--- src/rtl/tnau_defines.svh ---
`ifndef TNAU_DEFINES_SVH
`define TNAU_DEFINES_SVH
// APB register map
`define TNAU_OFF_STATUS 12'h000
`define TNAU_OFF_CTRL 12'h004
`define TNAU_OFF_STATE 12'h008
// Status word fields
`define TNAU_ST_EXPLICIT 0
`define TNAU_ST_RETRY 1
`define TNAU_ST_CONFLICT 2
`define TNAU_ST_OVERFLOW 3
`define TNAU_ST_DEBUG 4
`define TNAU_ST_NESTED 5
`define TNAU_ST_ARG_LO 24
`define TNAU_ST_ARG_HI 31
// Debug enable bit positions
`define TNAU_DR_ADV_BIT 11
`define TNAU_MSR_ADV_BIT 15
`define TNAU_DSR_RTM_BIT 16
// Limits
`define TNAU_HINT_NEST_LIMIT 4'h8
`define TNAU_RSTR_NEST_LIMIT 4'h7
`define TNAU_LOCK_CAP 2
`define TNAU_CNT_W 4
`define TNAU_ADDR_W 32
`endif

--- src/rtl/tnau_pkg.sv ---
package tnau_pkg;
  // Pipeline event bundle
  typedef struct packed {
    logic acq;
    logic rel;
    logic [31:0] lock_addr;
    logic begin_op;
    logic [31:0] fallback;
    logic end_op;
    logic abort_op;
    logic [7:0] abort_imm;
    logic conflict;
    logic overflow;
    logic dbg_exc;
    logic other_abort;
    logic retry_hint;
  } tnau_evt_type;
  // Outcome bundle to state and commit logic
  typedef struct packed {
    logic enter;
    logic commit;
    logic abort;
    logic restore_begin;
    logic redirect;
    logic [31:0] target;
    logic replay_unhinted;
    logic deliver_dbg;
    logic clr_dsr16;
    logic discard;
  } tnau_out_type;
  typedef enum logic [2:0] {
    TNAU_IDLE = 3'b001,
    TNAU_HINT = 3'b010,
    TNAU_RSTR = 3'b100
  } tnau_state_type;
endpackage

--- src/rtl/tnau_core.sv ---
// What this block does
// - Abort restores to outermost region start
// - Hidden hinted nest counter up/down
// - Enter transaction on hinted 0-to-1
// - Hinted commit only at counter zero
// - Abort above hinted nest limit
// - Track elided locks up to capacity
// - Full tracker: write-set, keep transacting
// - Freed slot lets next lock elide
// - Commit needs all pairs matched, zero
// - Failed hinted region replays unhinted
// - Restricted counter; commit at zero
// - Abort above restricted nest limit
// - Ignore hints inside restricted; abort mixed
// - Explicit abort: bit0, argument in 31:24
// - Retry bit never set with bit0
// - Cause bits 2,3,4,5
// - Bits 23:6 reserved; zero status allowed
// - Commit atomic, ordered like locked op
// - Begin no fence; abort discards updates
// - Default debug abort redirects, bit4
// - Advanced debug rolls back, clears 16
// - Restricted abort resumes at fallback
// - Abort immediate loaded into status
`timescale 1ns/1ps
`default_nettype none
`include "tnau_defines.svh"
module tnau_core (
  input wire logic pclk, // Core clock
  input wire logic presetn, // Async reset, low
  input wire logic psel, // APB select
  input wire logic penable, // APB enable
  input wire logic pwrite, // APB direction
  input wire logic [11:0] paddr, // APB address
  input wire logic [31:0] pwdata, // APB write data
  output logic [31:0] prdata, // APB read data
  output logic pready, // APB ready
  output logic pslverr, // APB error
  input wire tnau_pkg::tnau_evt_type evt, // Pipeline events
  input wire logic lock_ok, // Lock requirements met
  input wire logic [31:0] debug_control_reg, // Debug control
  input wire logic [31:0] debug_ctl_msr, // Debug control MSR
  output tnau_pkg::tnau_out_type res, // Outcome, registered
  output logic txn_active // Transactional execution
);
  import tnau_pkg::*;

  // ---------------------------------------------
  // Architectural state
  // ---------------------------------------------
  tnau_state_type st_r, st_nxt;
  logic [`TNAU_CNT_W-1:0] hcnt_r, hcnt_nxt;
  logic [`TNAU_CNT_W-1:0] rcnt_r, rcnt_nxt;
  logic [`TNAU_LOCK_CAP-1:0] slot_v_r, slot_v_nxt;
  logic [`TNAU_ADDR_W-1:0] slot_a_r [`TNAU_LOCK_CAP];
  logic [31:0] status_r, status_nxt;
  logic [31:0] saved_r;
  logic [31:0] fb_r;
  logic nohint_r, nohint_nxt;
  logic wset_r;
  tnau_out_type res_nxt;

  // Slot lookup used by acquire
  function automatic logic [`TNAU_LOCK_CAP:0] find_slot(
    input logic [`TNAU_LOCK_CAP-1:0] v, input logic want);
    logic [`TNAU_LOCK_CAP:0] r;
    r = '0;
    for (int i = 0; i < `TNAU_LOCK_CAP; i++) begin
      if (v[i] == want && !r[`TNAU_LOCK_CAP]) begin
        r = {1'b1, `TNAU_LOCK_CAP'(1) << i};
      end
    end
    return r;
  endfunction

  // ---------------------------------------------
  // Event decode
  // ---------------------------------------------
  wire in_rstr = (st_r == TNAU_RSTR);
  wire in_hint = (st_r == TNAU_HINT);
  // Hints inside restricted regions are ignored; hints after replay too
  wire hint_live = !in_rstr && !nohint_r;
  wire acq_v = evt.acq && hint_live;
  wire rel_v = evt.rel && in_hint;
  wire [`TNAU_LOCK_CAP:0] free_s = find_slot(slot_v_r, 1'b0);
  logic [`TNAU_LOCK_CAP-1:0] match_s;
  always_comb begin
    match_s = '0;
    for (int i = 0; i < `TNAU_LOCK_CAP; i++) begin
      match_s[i] = slot_v_r[i] && (slot_a_r[i] == evt.lock_addr);
    end
  end
  wire hint_over = acq_v && (hcnt_r == `TNAU_HINT_NEST_LIMIT);
  wire rstr_over = evt.begin_op && (rcnt_r == `TNAU_RSTR_NEST_LIMIT);
  // Restricted ops in a hinted region abort; replay drops elision
  wire mixed_ab = in_hint && (evt.begin_op || evt.end_op || evt.abort_op);
  wire ext_ab = (st_r != TNAU_IDLE) && (evt.conflict || evt.overflow || evt.dbg_exc
                 || evt.other_abort || (evt.abort_op && in_rstr));
  wire hint_done = in_hint && rel_v && (hcnt_r == `TNAU_CNT_W'(1));
  wire hint_commit = hint_done && lock_ok && !wset_r;
  wire hint_fail = hint_done && !hint_commit;
  wire rstr_commit = in_rstr && evt.end_op && (rcnt_r == `TNAU_CNT_W'(1));
  wire any_ab = ext_ab || hint_over || rstr_over || mixed_ab || hint_fail;
  wire adv_dbg = debug_control_reg[`TNAU_DR_ADV_BIT] && debug_ctl_msr[`TNAU_MSR_ADV_BIT];

  // Status word assembly; reserved bits stay zero
  function automatic logic [31:0] mk_status(input tnau_evt_type e, input logic nested);
    logic [31:0] s;
    s = '0;
    s[`TNAU_ST_EXPLICIT] = e.abort_op;
    s[`TNAU_ST_RETRY] = e.retry_hint && !e.abort_op;
    s[`TNAU_ST_CONFLICT] = e.conflict;
    s[`TNAU_ST_OVERFLOW] = e.overflow;
    s[`TNAU_ST_DEBUG] = e.dbg_exc;
    s[`TNAU_ST_NESTED] = nested;
    if (e.abort_op) begin
      s[`TNAU_ST_ARG_HI:`TNAU_ST_ARG_LO] = e.abort_imm;
    end
    return s;
  endfunction

  // ---------------------------------------------
  // Next state
  // ---------------------------------------------
  always_comb begin
    st_nxt = st_r;
    hcnt_nxt = hcnt_r;
    rcnt_nxt = rcnt_r;
    slot_v_nxt = slot_v_r;
    status_nxt = status_r;
    nohint_nxt = nohint_r;
    res_nxt = '0;
    if (any_ab) begin
      // One monolithic region: always back to outermost start
      st_nxt = TNAU_IDLE;
      hcnt_nxt = '0;
      rcnt_nxt = '0;
      slot_v_nxt = '0;
      res_nxt.abort = 1'b1;
      res_nxt.discard = 1'b1;
      res_nxt.restore_begin = 1'b1;
      if (in_hint) begin
        nohint_nxt = 1'b1;
        res_nxt.replay_unhinted = 1'b1;
      end else if (in_rstr && evt.dbg_exc && adv_dbg) begin
        status_nxt = saved_r;
        res_nxt.deliver_dbg = 1'b1;
        res_nxt.clr_dsr16 = 1'b1;
      end else begin
        status_nxt = mk_status(evt, rcnt_r > `TNAU_CNT_W'(1));
        res_nxt.redirect = 1'b1;
        res_nxt.target = fb_r;
      end
    end else if (in_rstr) begin
      if (evt.begin_op) begin
        rcnt_nxt = rcnt_r + `TNAU_CNT_W'(1);
      end else if (evt.end_op) begin
        rcnt_nxt = rcnt_r - `TNAU_CNT_W'(1);
        if (rstr_commit) begin
          st_nxt = TNAU_IDLE;
          res_nxt.commit = 1'b1;
          slot_v_nxt = '0;
        end
      end
    end else if (evt.begin_op && st_r == TNAU_IDLE) begin
      st_nxt = TNAU_RSTR;
      rcnt_nxt = `TNAU_CNT_W'(1);
      res_nxt.enter = 1'b1;
    end else if (acq_v) begin
      hcnt_nxt = hcnt_r + `TNAU_CNT_W'(1);
      if (hcnt_r == '0) begin
        st_nxt = TNAU_HINT;
        res_nxt.enter = 1'b1;
      end
      if (free_s[`TNAU_LOCK_CAP]) begin
        slot_v_nxt = slot_v_r | free_s[`TNAU_LOCK_CAP-1:0];
      end
    end else if (rel_v) begin
      hcnt_nxt = hcnt_r - `TNAU_CNT_W'(1);
      slot_v_nxt = slot_v_r & ~match_s;
      if (hint_commit) begin
        st_nxt = TNAU_IDLE;
        res_nxt.commit = 1'b1;
        slot_v_nxt = '0;
      end
    end
    // Replay window ends when the next release retires
    if (nohint_r && evt.rel && !any_ab) begin
      nohint_nxt = 1'b0;
    end
    res_nxt.discard = res_nxt.abort;
  end

  // ---------------------------------------------
  // APB slave, no wait states
  // ---------------------------------------------
  wire acc = psel && penable;
  wire hit_st = (paddr == `TNAU_OFF_STATUS);
  wire hit_ct = (paddr == `TNAU_OFF_CTRL);
  wire hit_sn = (paddr == `TNAU_OFF_STATE);
  wire unmapped = !(hit_st || hit_ct || hit_sn);
  wire [31:0] rd_mux = hit_st ? status_r :
                       hit_sn ? {20'h00000, rcnt_r, hcnt_r, 1'b0, st_r} :
                       hit_ct ? {31'h00000000, nohint_r} : 32'h00000000;
  logic [31:0] prdata_nxt;
  // Latched at setup so the word stands on the edge that samples pready
  assign prdata_nxt = (psel && !penable && !pwrite) ? rd_mux : prdata;

  // ---------------------------------------------
  // Registers
  // ---------------------------------------------
  always_ff @(posedge pclk or negedge presetn) begin
    if (!presetn) begin
      st_r <= TNAU_IDLE;
      hcnt_r <= '0;
      rcnt_r <= '0;
      slot_v_r <= '0;
      status_r <= '0;
      nohint_r <= 1'b0;
      res <= '0;
      txn_active <= 1'b0;
      prdata <= '0;
      pready <= 1'b0;
      pslverr <= 1'b0;
    end else begin
      st_r <= st_nxt;
      hcnt_r <= hcnt_nxt;
      rcnt_r <= rcnt_nxt;
      slot_v_r <= slot_v_nxt;
      // Hardware update wins over a software write in the same cycle
      if (res_nxt.abort) begin
        status_r <= status_nxt;
      end else if (acc && pwrite && hit_st && pready) begin
        status_r <= pwdata;
      end
      // Hardware replay request wins over a same-cycle software clear
      if (res_nxt.replay_unhinted) begin
        nohint_r <= 1'b1;
      end else if (acc && pwrite && hit_ct && pready) begin
        nohint_r <= pwdata[0];
      end else begin
        nohint_r <= nohint_nxt;
      end
      res <= res_nxt;
      txn_active <= (st_nxt != TNAU_IDLE);
      prdata <= prdata_nxt;
      pready <= psel && !pready;
      pslverr <= psel && !pready && unmapped;
    end
  end

  // Slot addresses, write-set flag and begin snapshots
  always_ff @(posedge pclk or negedge presetn) begin
    if (!presetn) begin
      for (int i = 0; i < `TNAU_LOCK_CAP; i++) begin
        slot_a_r[i] <= '0;
      end
      wset_r <= 1'b0;
      saved_r <= '0;
      fb_r <= '0;
    end else begin
      for (int i = 0; i < `TNAU_LOCK_CAP; i++) begin
        if (acq_v && !any_ab && free_s[i] && free_s[`TNAU_LOCK_CAP]) begin
          slot_a_r[i] <= evt.lock_addr;
        end
      end
      // No slot left: lock goes into the write-set, still transactional
      if (st_nxt == TNAU_IDLE) begin
        wset_r <= 1'b0;
      end else if (acq_v && !free_s[`TNAU_LOCK_CAP]) begin
        wset_r <= 1'b1;
      end
      if (res_nxt.enter && evt.begin_op) begin
        saved_r <= status_r;
        fb_r <= evt.fallback;
      end
    end
  end

  // ---------------------------------------------
  // Checks
  // ---------------------------------------------
  a_retry_vs_explicit: assert property (@(posedge pclk) disable iff (!presetn)
    !(status_r[`TNAU_ST_EXPLICIT] && status_r[`TNAU_ST_RETRY]))
    else $error("retry and explicit both set");
  a_reserved_zero: assert property (@(posedge pclk) disable iff (!presetn)
    res.abort && !res.deliver_dbg |-> status_r[23:6] == '0)
    else $error("reserved status bits set");
  a_abort_clears: assert property (@(posedge pclk) disable iff (!presetn)
    res.abort |-> hcnt_r == '0 && rcnt_r == '0 && slot_v_r == '0)
    else $error("state left after abort");
  a_hint_enter: assert property (@(posedge pclk) disable iff (!presetn)
    !any_ab && acq_v && hcnt_r == '0 && st_r == TNAU_IDLE |=> res.enter && st_r == TNAU_HINT)
    else $error("no entry on first acquire");
  a_rstr_over: assert property (@(posedge pclk) disable iff (!presetn)
    in_rstr && rstr_over |=> res.abort && st_r == TNAU_IDLE)
    else $error("nest limit not enforced");
  a_explicit_arg: assert property (@(posedge pclk) disable iff (!presetn)
    in_rstr && evt.abort_op && !(evt.dbg_exc && adv_dbg)
    |=> status_r[0] && status_r[31:24] == $past(evt.abort_imm))
    else $error("explicit abort status wrong");
  a_adv_debug: assert property (@(posedge pclk) disable iff (!presetn)
    in_rstr && evt.dbg_exc && adv_dbg |=> res.deliver_dbg && res.clr_dsr16 && !res.redirect)
    else $error("advanced debug path missed");
  a_commit_zero: assert property (@(posedge pclk) disable iff (!presetn)
    res.commit |-> hcnt_r == '0 && rcnt_r == '0)
    else $error("commit with open nesting");
  a_dbg_redirect: assert property (@(posedge pclk) disable iff (!presetn)
    in_rstr && evt.dbg_exc && !adv_dbg |=> res.redirect && status_r[4])
    else $error("default debug abort wrong");

  // ---------------------------------------------
  // Checks on elision, nesting and bus timing
  // ---------------------------------------------
  // Outermost hinted release commits and leaves the region
  a_hint_commit: assert property (@(posedge pclk) disable iff (!presetn)
    hint_commit |=> res.commit && st_r == TNAU_IDLE)
    else $error("hinted commit missed");
  // Full tracker keeps the region alive but marks the write-set
  a_wset_full: assert property (@(posedge pclk) disable iff (!presetn)
    in_hint && acq_v && !any_ab && !free_s[`TNAU_LOCK_CAP] |=> wset_r && st_r == TNAU_HINT)
    else $error("full tracker handling wrong");
  // A free slot is taken by the next acquire
  a_slot_reuse: assert property (@(posedge pclk) disable iff (!presetn)
    acq_v && !any_ab && free_s[`TNAU_LOCK_CAP] |=> (slot_v_r & ~$past(slot_v_r)) != '0)
    else $error("free slot not reused");
  // Failed hinted commit replays without elision
  a_hint_replay: assert property (@(posedge pclk) disable iff (!presetn)
    hint_fail |=> res.abort && res.replay_unhinted && nohint_r)
    else $error("failed hinted region not replayed");
  // Hinted nesting beyond the limit aborts
  a_hint_over: assert property (@(posedge pclk) disable iff (!presetn)
    hint_over |=> res.abort)
    else $error("hinted nest limit not enforced");
  // Restricted region commits when its count returns to zero
  a_rstr_commit: assert property (@(posedge pclk) disable iff (!presetn)
    rstr_commit && !any_ab |=> res.commit && !txn_active)
    else $error("restricted commit missed");
  // Begin from idle opens a restricted region
  a_rstr_enter: assert property (@(posedge pclk) disable iff (!presetn)
    st_r == TNAU_IDLE && evt.begin_op && !any_ab |=> res.enter && st_r == TNAU_RSTR)
    else $error("restricted entry missed");
  // Restricted ops inside a hinted region abort and replay
  a_mixed_abort: assert property (@(posedge pclk) disable iff (!presetn)
    mixed_ab |=> res.abort && res.replay_unhinted)
    else $error("mixed region not aborted");
  // Redirect always goes to the outermost fallback
  a_redirect_target: assert property (@(posedge pclk) disable iff (!presetn)
    res.redirect |-> res.target == fb_r)
    else $error("redirect target wrong");
  // Conflict and overflow causes reach the status word
  a_conflict_bit: assert property (@(posedge pclk) disable iff (!presetn)
    in_rstr && evt.conflict && !evt.dbg_exc |=> status_r[`TNAU_ST_CONFLICT])
    else $error("conflict bit missing");
  a_overflow_bit: assert property (@(posedge pclk) disable iff (!presetn)
    in_rstr && evt.overflow && !evt.dbg_exc |=> status_r[`TNAU_ST_OVERFLOW])
    else $error("overflow bit missing");
  // Abort inside an inner region marks the nested bit
  a_nested_bit: assert property (@(posedge pclk) disable iff (!presetn)
    in_rstr && rcnt_r > `TNAU_CNT_W'(1) && evt.conflict && !evt.dbg_exc
    |=> status_r[`TNAU_ST_NESTED])
    else $error("nested bit missing");
  // Idle means no nesting left over from any region
  a_idle_counts: assert property (@(posedge pclk) disable iff (!presetn)
    st_r == TNAU_IDLE |-> hcnt_r == '0 && rcnt_r == '0)
    else $error("counts left in idle");
  // Commit and abort never in one cycle
  a_outcome_excl: assert property (@(posedge pclk) disable iff (!presetn)
    !(res.commit && res.abort))
    else $error("commit and abort together");
  // Entry always raises the active level
  a_enter_active: assert property (@(posedge pclk) disable iff (!presetn)
    res.enter |-> txn_active)
    else $error("entry without active level");
  // Ready is a single-cycle answer
  a_ready_pulse: assert property (@(posedge pclk) disable iff (!presetn)
    pready |=> !pready)
    else $error("ready held too long");
  // Error only travels with ready
  a_slverr_ready: assert property (@(posedge pclk) disable iff (!presetn)
    pslverr |-> pready)
    else $error("error without ready");
endmodule
`default_nettype wire

--- config.mk ---
export PLATFORM = sky130hd
export DESIGN_NAME = tnau_core
export DESIGN_NICKNAME = d
export VERILOG_FILES = /design/src/rtl/tnau_pkg.sv /design/src/rtl/tnau_core.sv
export VERILOG_INCLUDE_DIRS = /design/src /design/src/rtl
export SDC_FILE = /design/constraint.sdc
export NUM_CORES = 1
export LEC_CHECK = 0
export ABC_AREA = 1
export BUFFER_PORTS_ARGS = -buffer_cell sky130_fd_sc_hd__buf_4
export CELL_PAD_IN_SITES_DETAIL_PLACEMENT = 0
export CELL_PAD_IN_SITES_GLOBAL_PLACEMENT = 1
export CORE_MARGIN = 8
export CORE_UTILIZATION = 25
export DETAILED_ROUTE_END_ITERATION = 8
export GPL_TIMING_DRIVEN = 1
export HOLD_SLACK_MARGIN = 0.06
export PLACE_DENSITY_LB_ADDON = 0.1
export SYNTH_ARGS = -nofsm -noshare
export SYNTH_HDL_FRONTEND = slang
export SYNTH_SLANG_ARGS = --single-unit
--- constraint.sdc ---
create_clock -name pclk -period 2.5 [get_ports pclk]
set_input_delay 0.125 -clock pclk [delete_from_list [all_inputs] [get_ports pclk]]
set_output_delay 0.125 -clock pclk [all_outputs]
set_load 0.1 [all_outputs]
==> impl_metrics.json <==
{
  "outcome": "completed",
  "post_synth_fa_ha_maj_area_fraction_pct": 0.747,
  "yosys-top-cells-count": "nand2_1, dfrtp_1, inv_1",
  "worst_hold_path_type": "in2reg",
  "drt_iter0_drc": 464,
  "pin_count": 272,
  "rsz0062_at_grt": "false",
  "grt_antenna_before_repair": 0,
  "timing.critical_path.from": "st_r[1]$_DFF_PN0_",
  "synthMostInstantiatedCell": "nand2_1",
  "first_pass_iters": 4,
  "final_layout_size_suffix_gt1_share_pct": 19.7,
  "flow.area_growth_from_synthesis_pct": 39.8,
  "numClockSinks": 248,
  "synth-edff-count": 0,
  "comb_power_share_pct": 45.0,
  "synth_cells": 1406,
  "maxSlewHeadroom_pct": 54.7,
  "netlist.top_cell.by_area": "dfrtp_1",
  "fin_crit_sh_pct": 91.6,
  "drc_errors_left": 0,
  "critical_path.endpoint": "slot_a_r[34]$_DFFE_PN0P_",
  "place_congestion": 0.750,
  "postSynthAreaPerCell_um2": 8.34,
  "placed_cells_incl_taps": 2193,
  "root_buffer": "clkbuf_16",
  "switchingPower_w": 0.00905,
  "final-setup-viol-count": 0,
  "floorplan_die_area_mm2": 0.0541,
  "buffers_inserted_during_post_cts_setup_optimization": 0,
  "synthFlopType": "dfrtp_1",
  "power_switching_share_pct": 43.8,
  "maxSlewViolCount": 0,
  "largest_family_of_logic_cells_by_synthesized_area": "simple AND/OR/NAND/NOR gates",
  "grt_use_total_pct": 13.5,
  "crit_path_end_kind": "flop",
  "share_of_power_burned_in_the_clock_network_pct": 23.8,
  "rr_endpoint": "slot_a_r[34]$_DFFE_PN0P_",
  "die_height_um": 233,
  "timing.reg2reg.setup_slack_ps": 210,
  "rows": 79,
  "power_frac_seq_pct": 31.2,
  "synth_seq_cells": 248,
  "timing.reg2reg.worst_path_depth": 12,
  "cp_data_arrival_time_ps": 2700,
  "timing_worst_slew_pin_value_ps": 680,
  "worst_setup_path_start_kind": "flop",
  "grt_pass1_vias": 10200,
  "start_util_pct": 25.3,
  "power-per-cell-area_mw_per_mm2": 1260,
  "synthArstFlopShare_pct": 100,
  "cts_tree": "built",
  "io_buffer_count": 209,
  "synth_largest_type_area_fraction_pct": 52.7,
  "kind_of_critical_path": "reg2reg",
  "synth_net_count": 1609,
  "postRouteWirelength_um": 36500,
  "basic_gate_share_of_the_synthesized_area_counting_and_or_nand_and_nor_cells_pct": 24.6,
  "overflow": 0,
  "num_vias": 9852,
  "n_antenna_cell": 0,
  "regToRegStartpoint": "st_r[1]$_DFF_PN0_",
  "synth.area.mux_share_pct": 0,
  "worst_skew_pair.late_latency_ps": 540,
  "critPathMaxFanout": 64,
  "finalHoldViolations": 0,
  "clk_slew_on_worst_s_h_paths_ps": 50,
  "cts_buffers": 35,
  "power.ir.vdd_worst_uv": 774,
  "synth_compound_area_share_pct": 9.26,
  "cell_area_after_synthesis_mm2": 0.0117,
  "maxClockFrequency_mhz": 437,
  "leakage_nw": 8.39,
  "finalWorstPathRequiredPeriod_ps": 2290,
  "instances_no_fill": 2366,
  "fin_tns_setup_ps": 0,
  "max_cap_violations": 0,
  "required_ps": 2910,
  "cts_htree_levels": 2,
  "maximum_number_of_pins_on_one_net_before_global_route_repair": 79,
  "post_drt_via_cell_ratio": 4.16,
  "netlist-cell-type-count": 40,
  "clock_tree.buffer_depth": 3,
  "floorplan.core_area_mm2": 0.0465,
  "die-width_um": 233,
  "wire_per_inst_um": 15.4,
  "remaining_number_of_nets_flagged_by_the_antenna_check_after_routing": 0,
  "post-dp-hpwl_um": 24800,
  "grt_pass1_wl_um": 57700,
  "synth_top_cells_by_area": "dfrtp_1, nand2_1, inv_1",
  "p_int_w": 0.0116,
  "synth-xor-area-share_pct": 4.18,
  "post_route_skew_ps": 28.2,
  "syn_warnings": 0,
  "finish.net_count": 1941,
  "synth-seq-area-share_pct": 52.9
}
-- sequential cells by signal, indices dropped and copies added, names as in the netlist, 2 cells and up --
register,cells
rcnt_r,4
status_r,32
hcnt_r,4
saved_r,32
fb_r,32
slot_v_r,2
res,38
slot_a_r,64
st_r,3
prdata,32
-- final cells by class --
type	instances	area, µm²
Multi-Input combinational cell	938	4570
Sequential cell	248	6210
Timing Repair Buffer	362	3170
Tap cell	607	759
Clock buffer	51	987
Fill cell	4871	30100
Clock inverter	7	129
Inverter	153	579
-- worst max-delay path: stages, from the launching register on --
cell     delay, ps
dfrtp_1        390
inv_1          190
nand3_4        190
nand2_4        170
nor2_1          60
nor2_1         180
nand3_4        220
inv_6          140
buf_4          180
nand3_4         80
buf_12         210
nand2_1         80
o21ai_1         60
-- worst min-delay path by stage --
stage	startpoint	endpoint	slack [ps]	cells after the start
detailed placement	presetn	slot_a_r[20]$_DFFE_PN0P_	200	1
global placement	presetn	slot_a_r[20]$_DFFE_PN0P_	190	1
finish	evt[4]	status_r[2]$_DFFE_PN0P_	100	7
CTS	evt[4]	status_r[2]$_DFFE_PN0P_	60	7
global route	evt[14]	st_r[2]$_DFF_PN0_	100	4
floorplan	presetn	fb_r[0]$_DFFE_PN0P_	-170	0
-- power by group through the flow --
stage	sequential (W)	clock [W]	combinational, W
after global routing	0.00665	0.00528	0.0103
after detailed placement	0.00650	0	0.00930
final	0.00643	0.00492	0.00929
after CTS	0.00644	0.00513	0.00947
after global placement	0.00647	0	0.00925
after floorplan	0.00826	0	0.00492
-- per-layer routing --
| layer | vias to the layer above | wire length [µm] | global-route usage, % |
|---|---|---|---|
| met4 | 0 | 653 | 3.19 |
| met2 | 166 | 17300 | 22.2 |
| li1 | 5076 | - | - |
| met1 | 4560 | 17100 | 18.1 |
| met3 | 50 | 1430 | 2.78 |
| met5 | - | 0 | 0 |
-- cells in the final DEF, fill, tap and decap left out, drive strengths merged, types with 5 or more instances in the layout --
cell type,netlist,layout
nand2,516,516
dfrtp,247,247
buf,42,247
inv,151,152
o21ai,134,134
dlygate4sd3,0,115
nand3,103,103
nor2,59,59
xnor2,53,53
clkbuf,25,51
o31ai,21,21
o22ai,11,11
nand4,8,8
a21oi,7,7
ha,7,7
clkinv,2,5
-- through the flow --
| step | worst slack, ps | cell area (µm²) | hold WS, ps | utilization [%] | total power [W] |
|---|---|---|---|---|---|
| after floorplan | 628 | 11700 | -171 | - | 0.0132 |
| after global placement | 130 | 14100 | 187 | 30.4 | 0.0157 |
| after detailed placement | 114 | 14100 | 196 | 30.4 | 0.0158 |
| after CTS | 113 | 16400 | 60.6 | 35.3 | 0.0210 |
| after global routing | 3.22 | 16400 | 98.2 | 35.3 | 0.0223 |
| final | 210 | 16400 | 96.3 | 35.3 | 0.0206 |
-- cells by family after synthesis --
| kind of cell | count (synthesis) |
|---|---|
| adders and majority gates | 7 |
| AOI/OAI and AO/OA | 177 |
| xor gates and xnor gates | 56 |
| buffers and inverters | 220 |
| and+or+nand+nor | 698 |
| DFF | 248 |
-- timing repair --
| action | CTS | global route |
|---|---|---|
| hold endpoints to repair | 212 | 0 |
| hold buffers | 115 | 0 |
| endpoints found under the setup margin | 0 | 95 |
| gates resized for setup | 0 | 2 |
(Power assumes the default switching activity.)
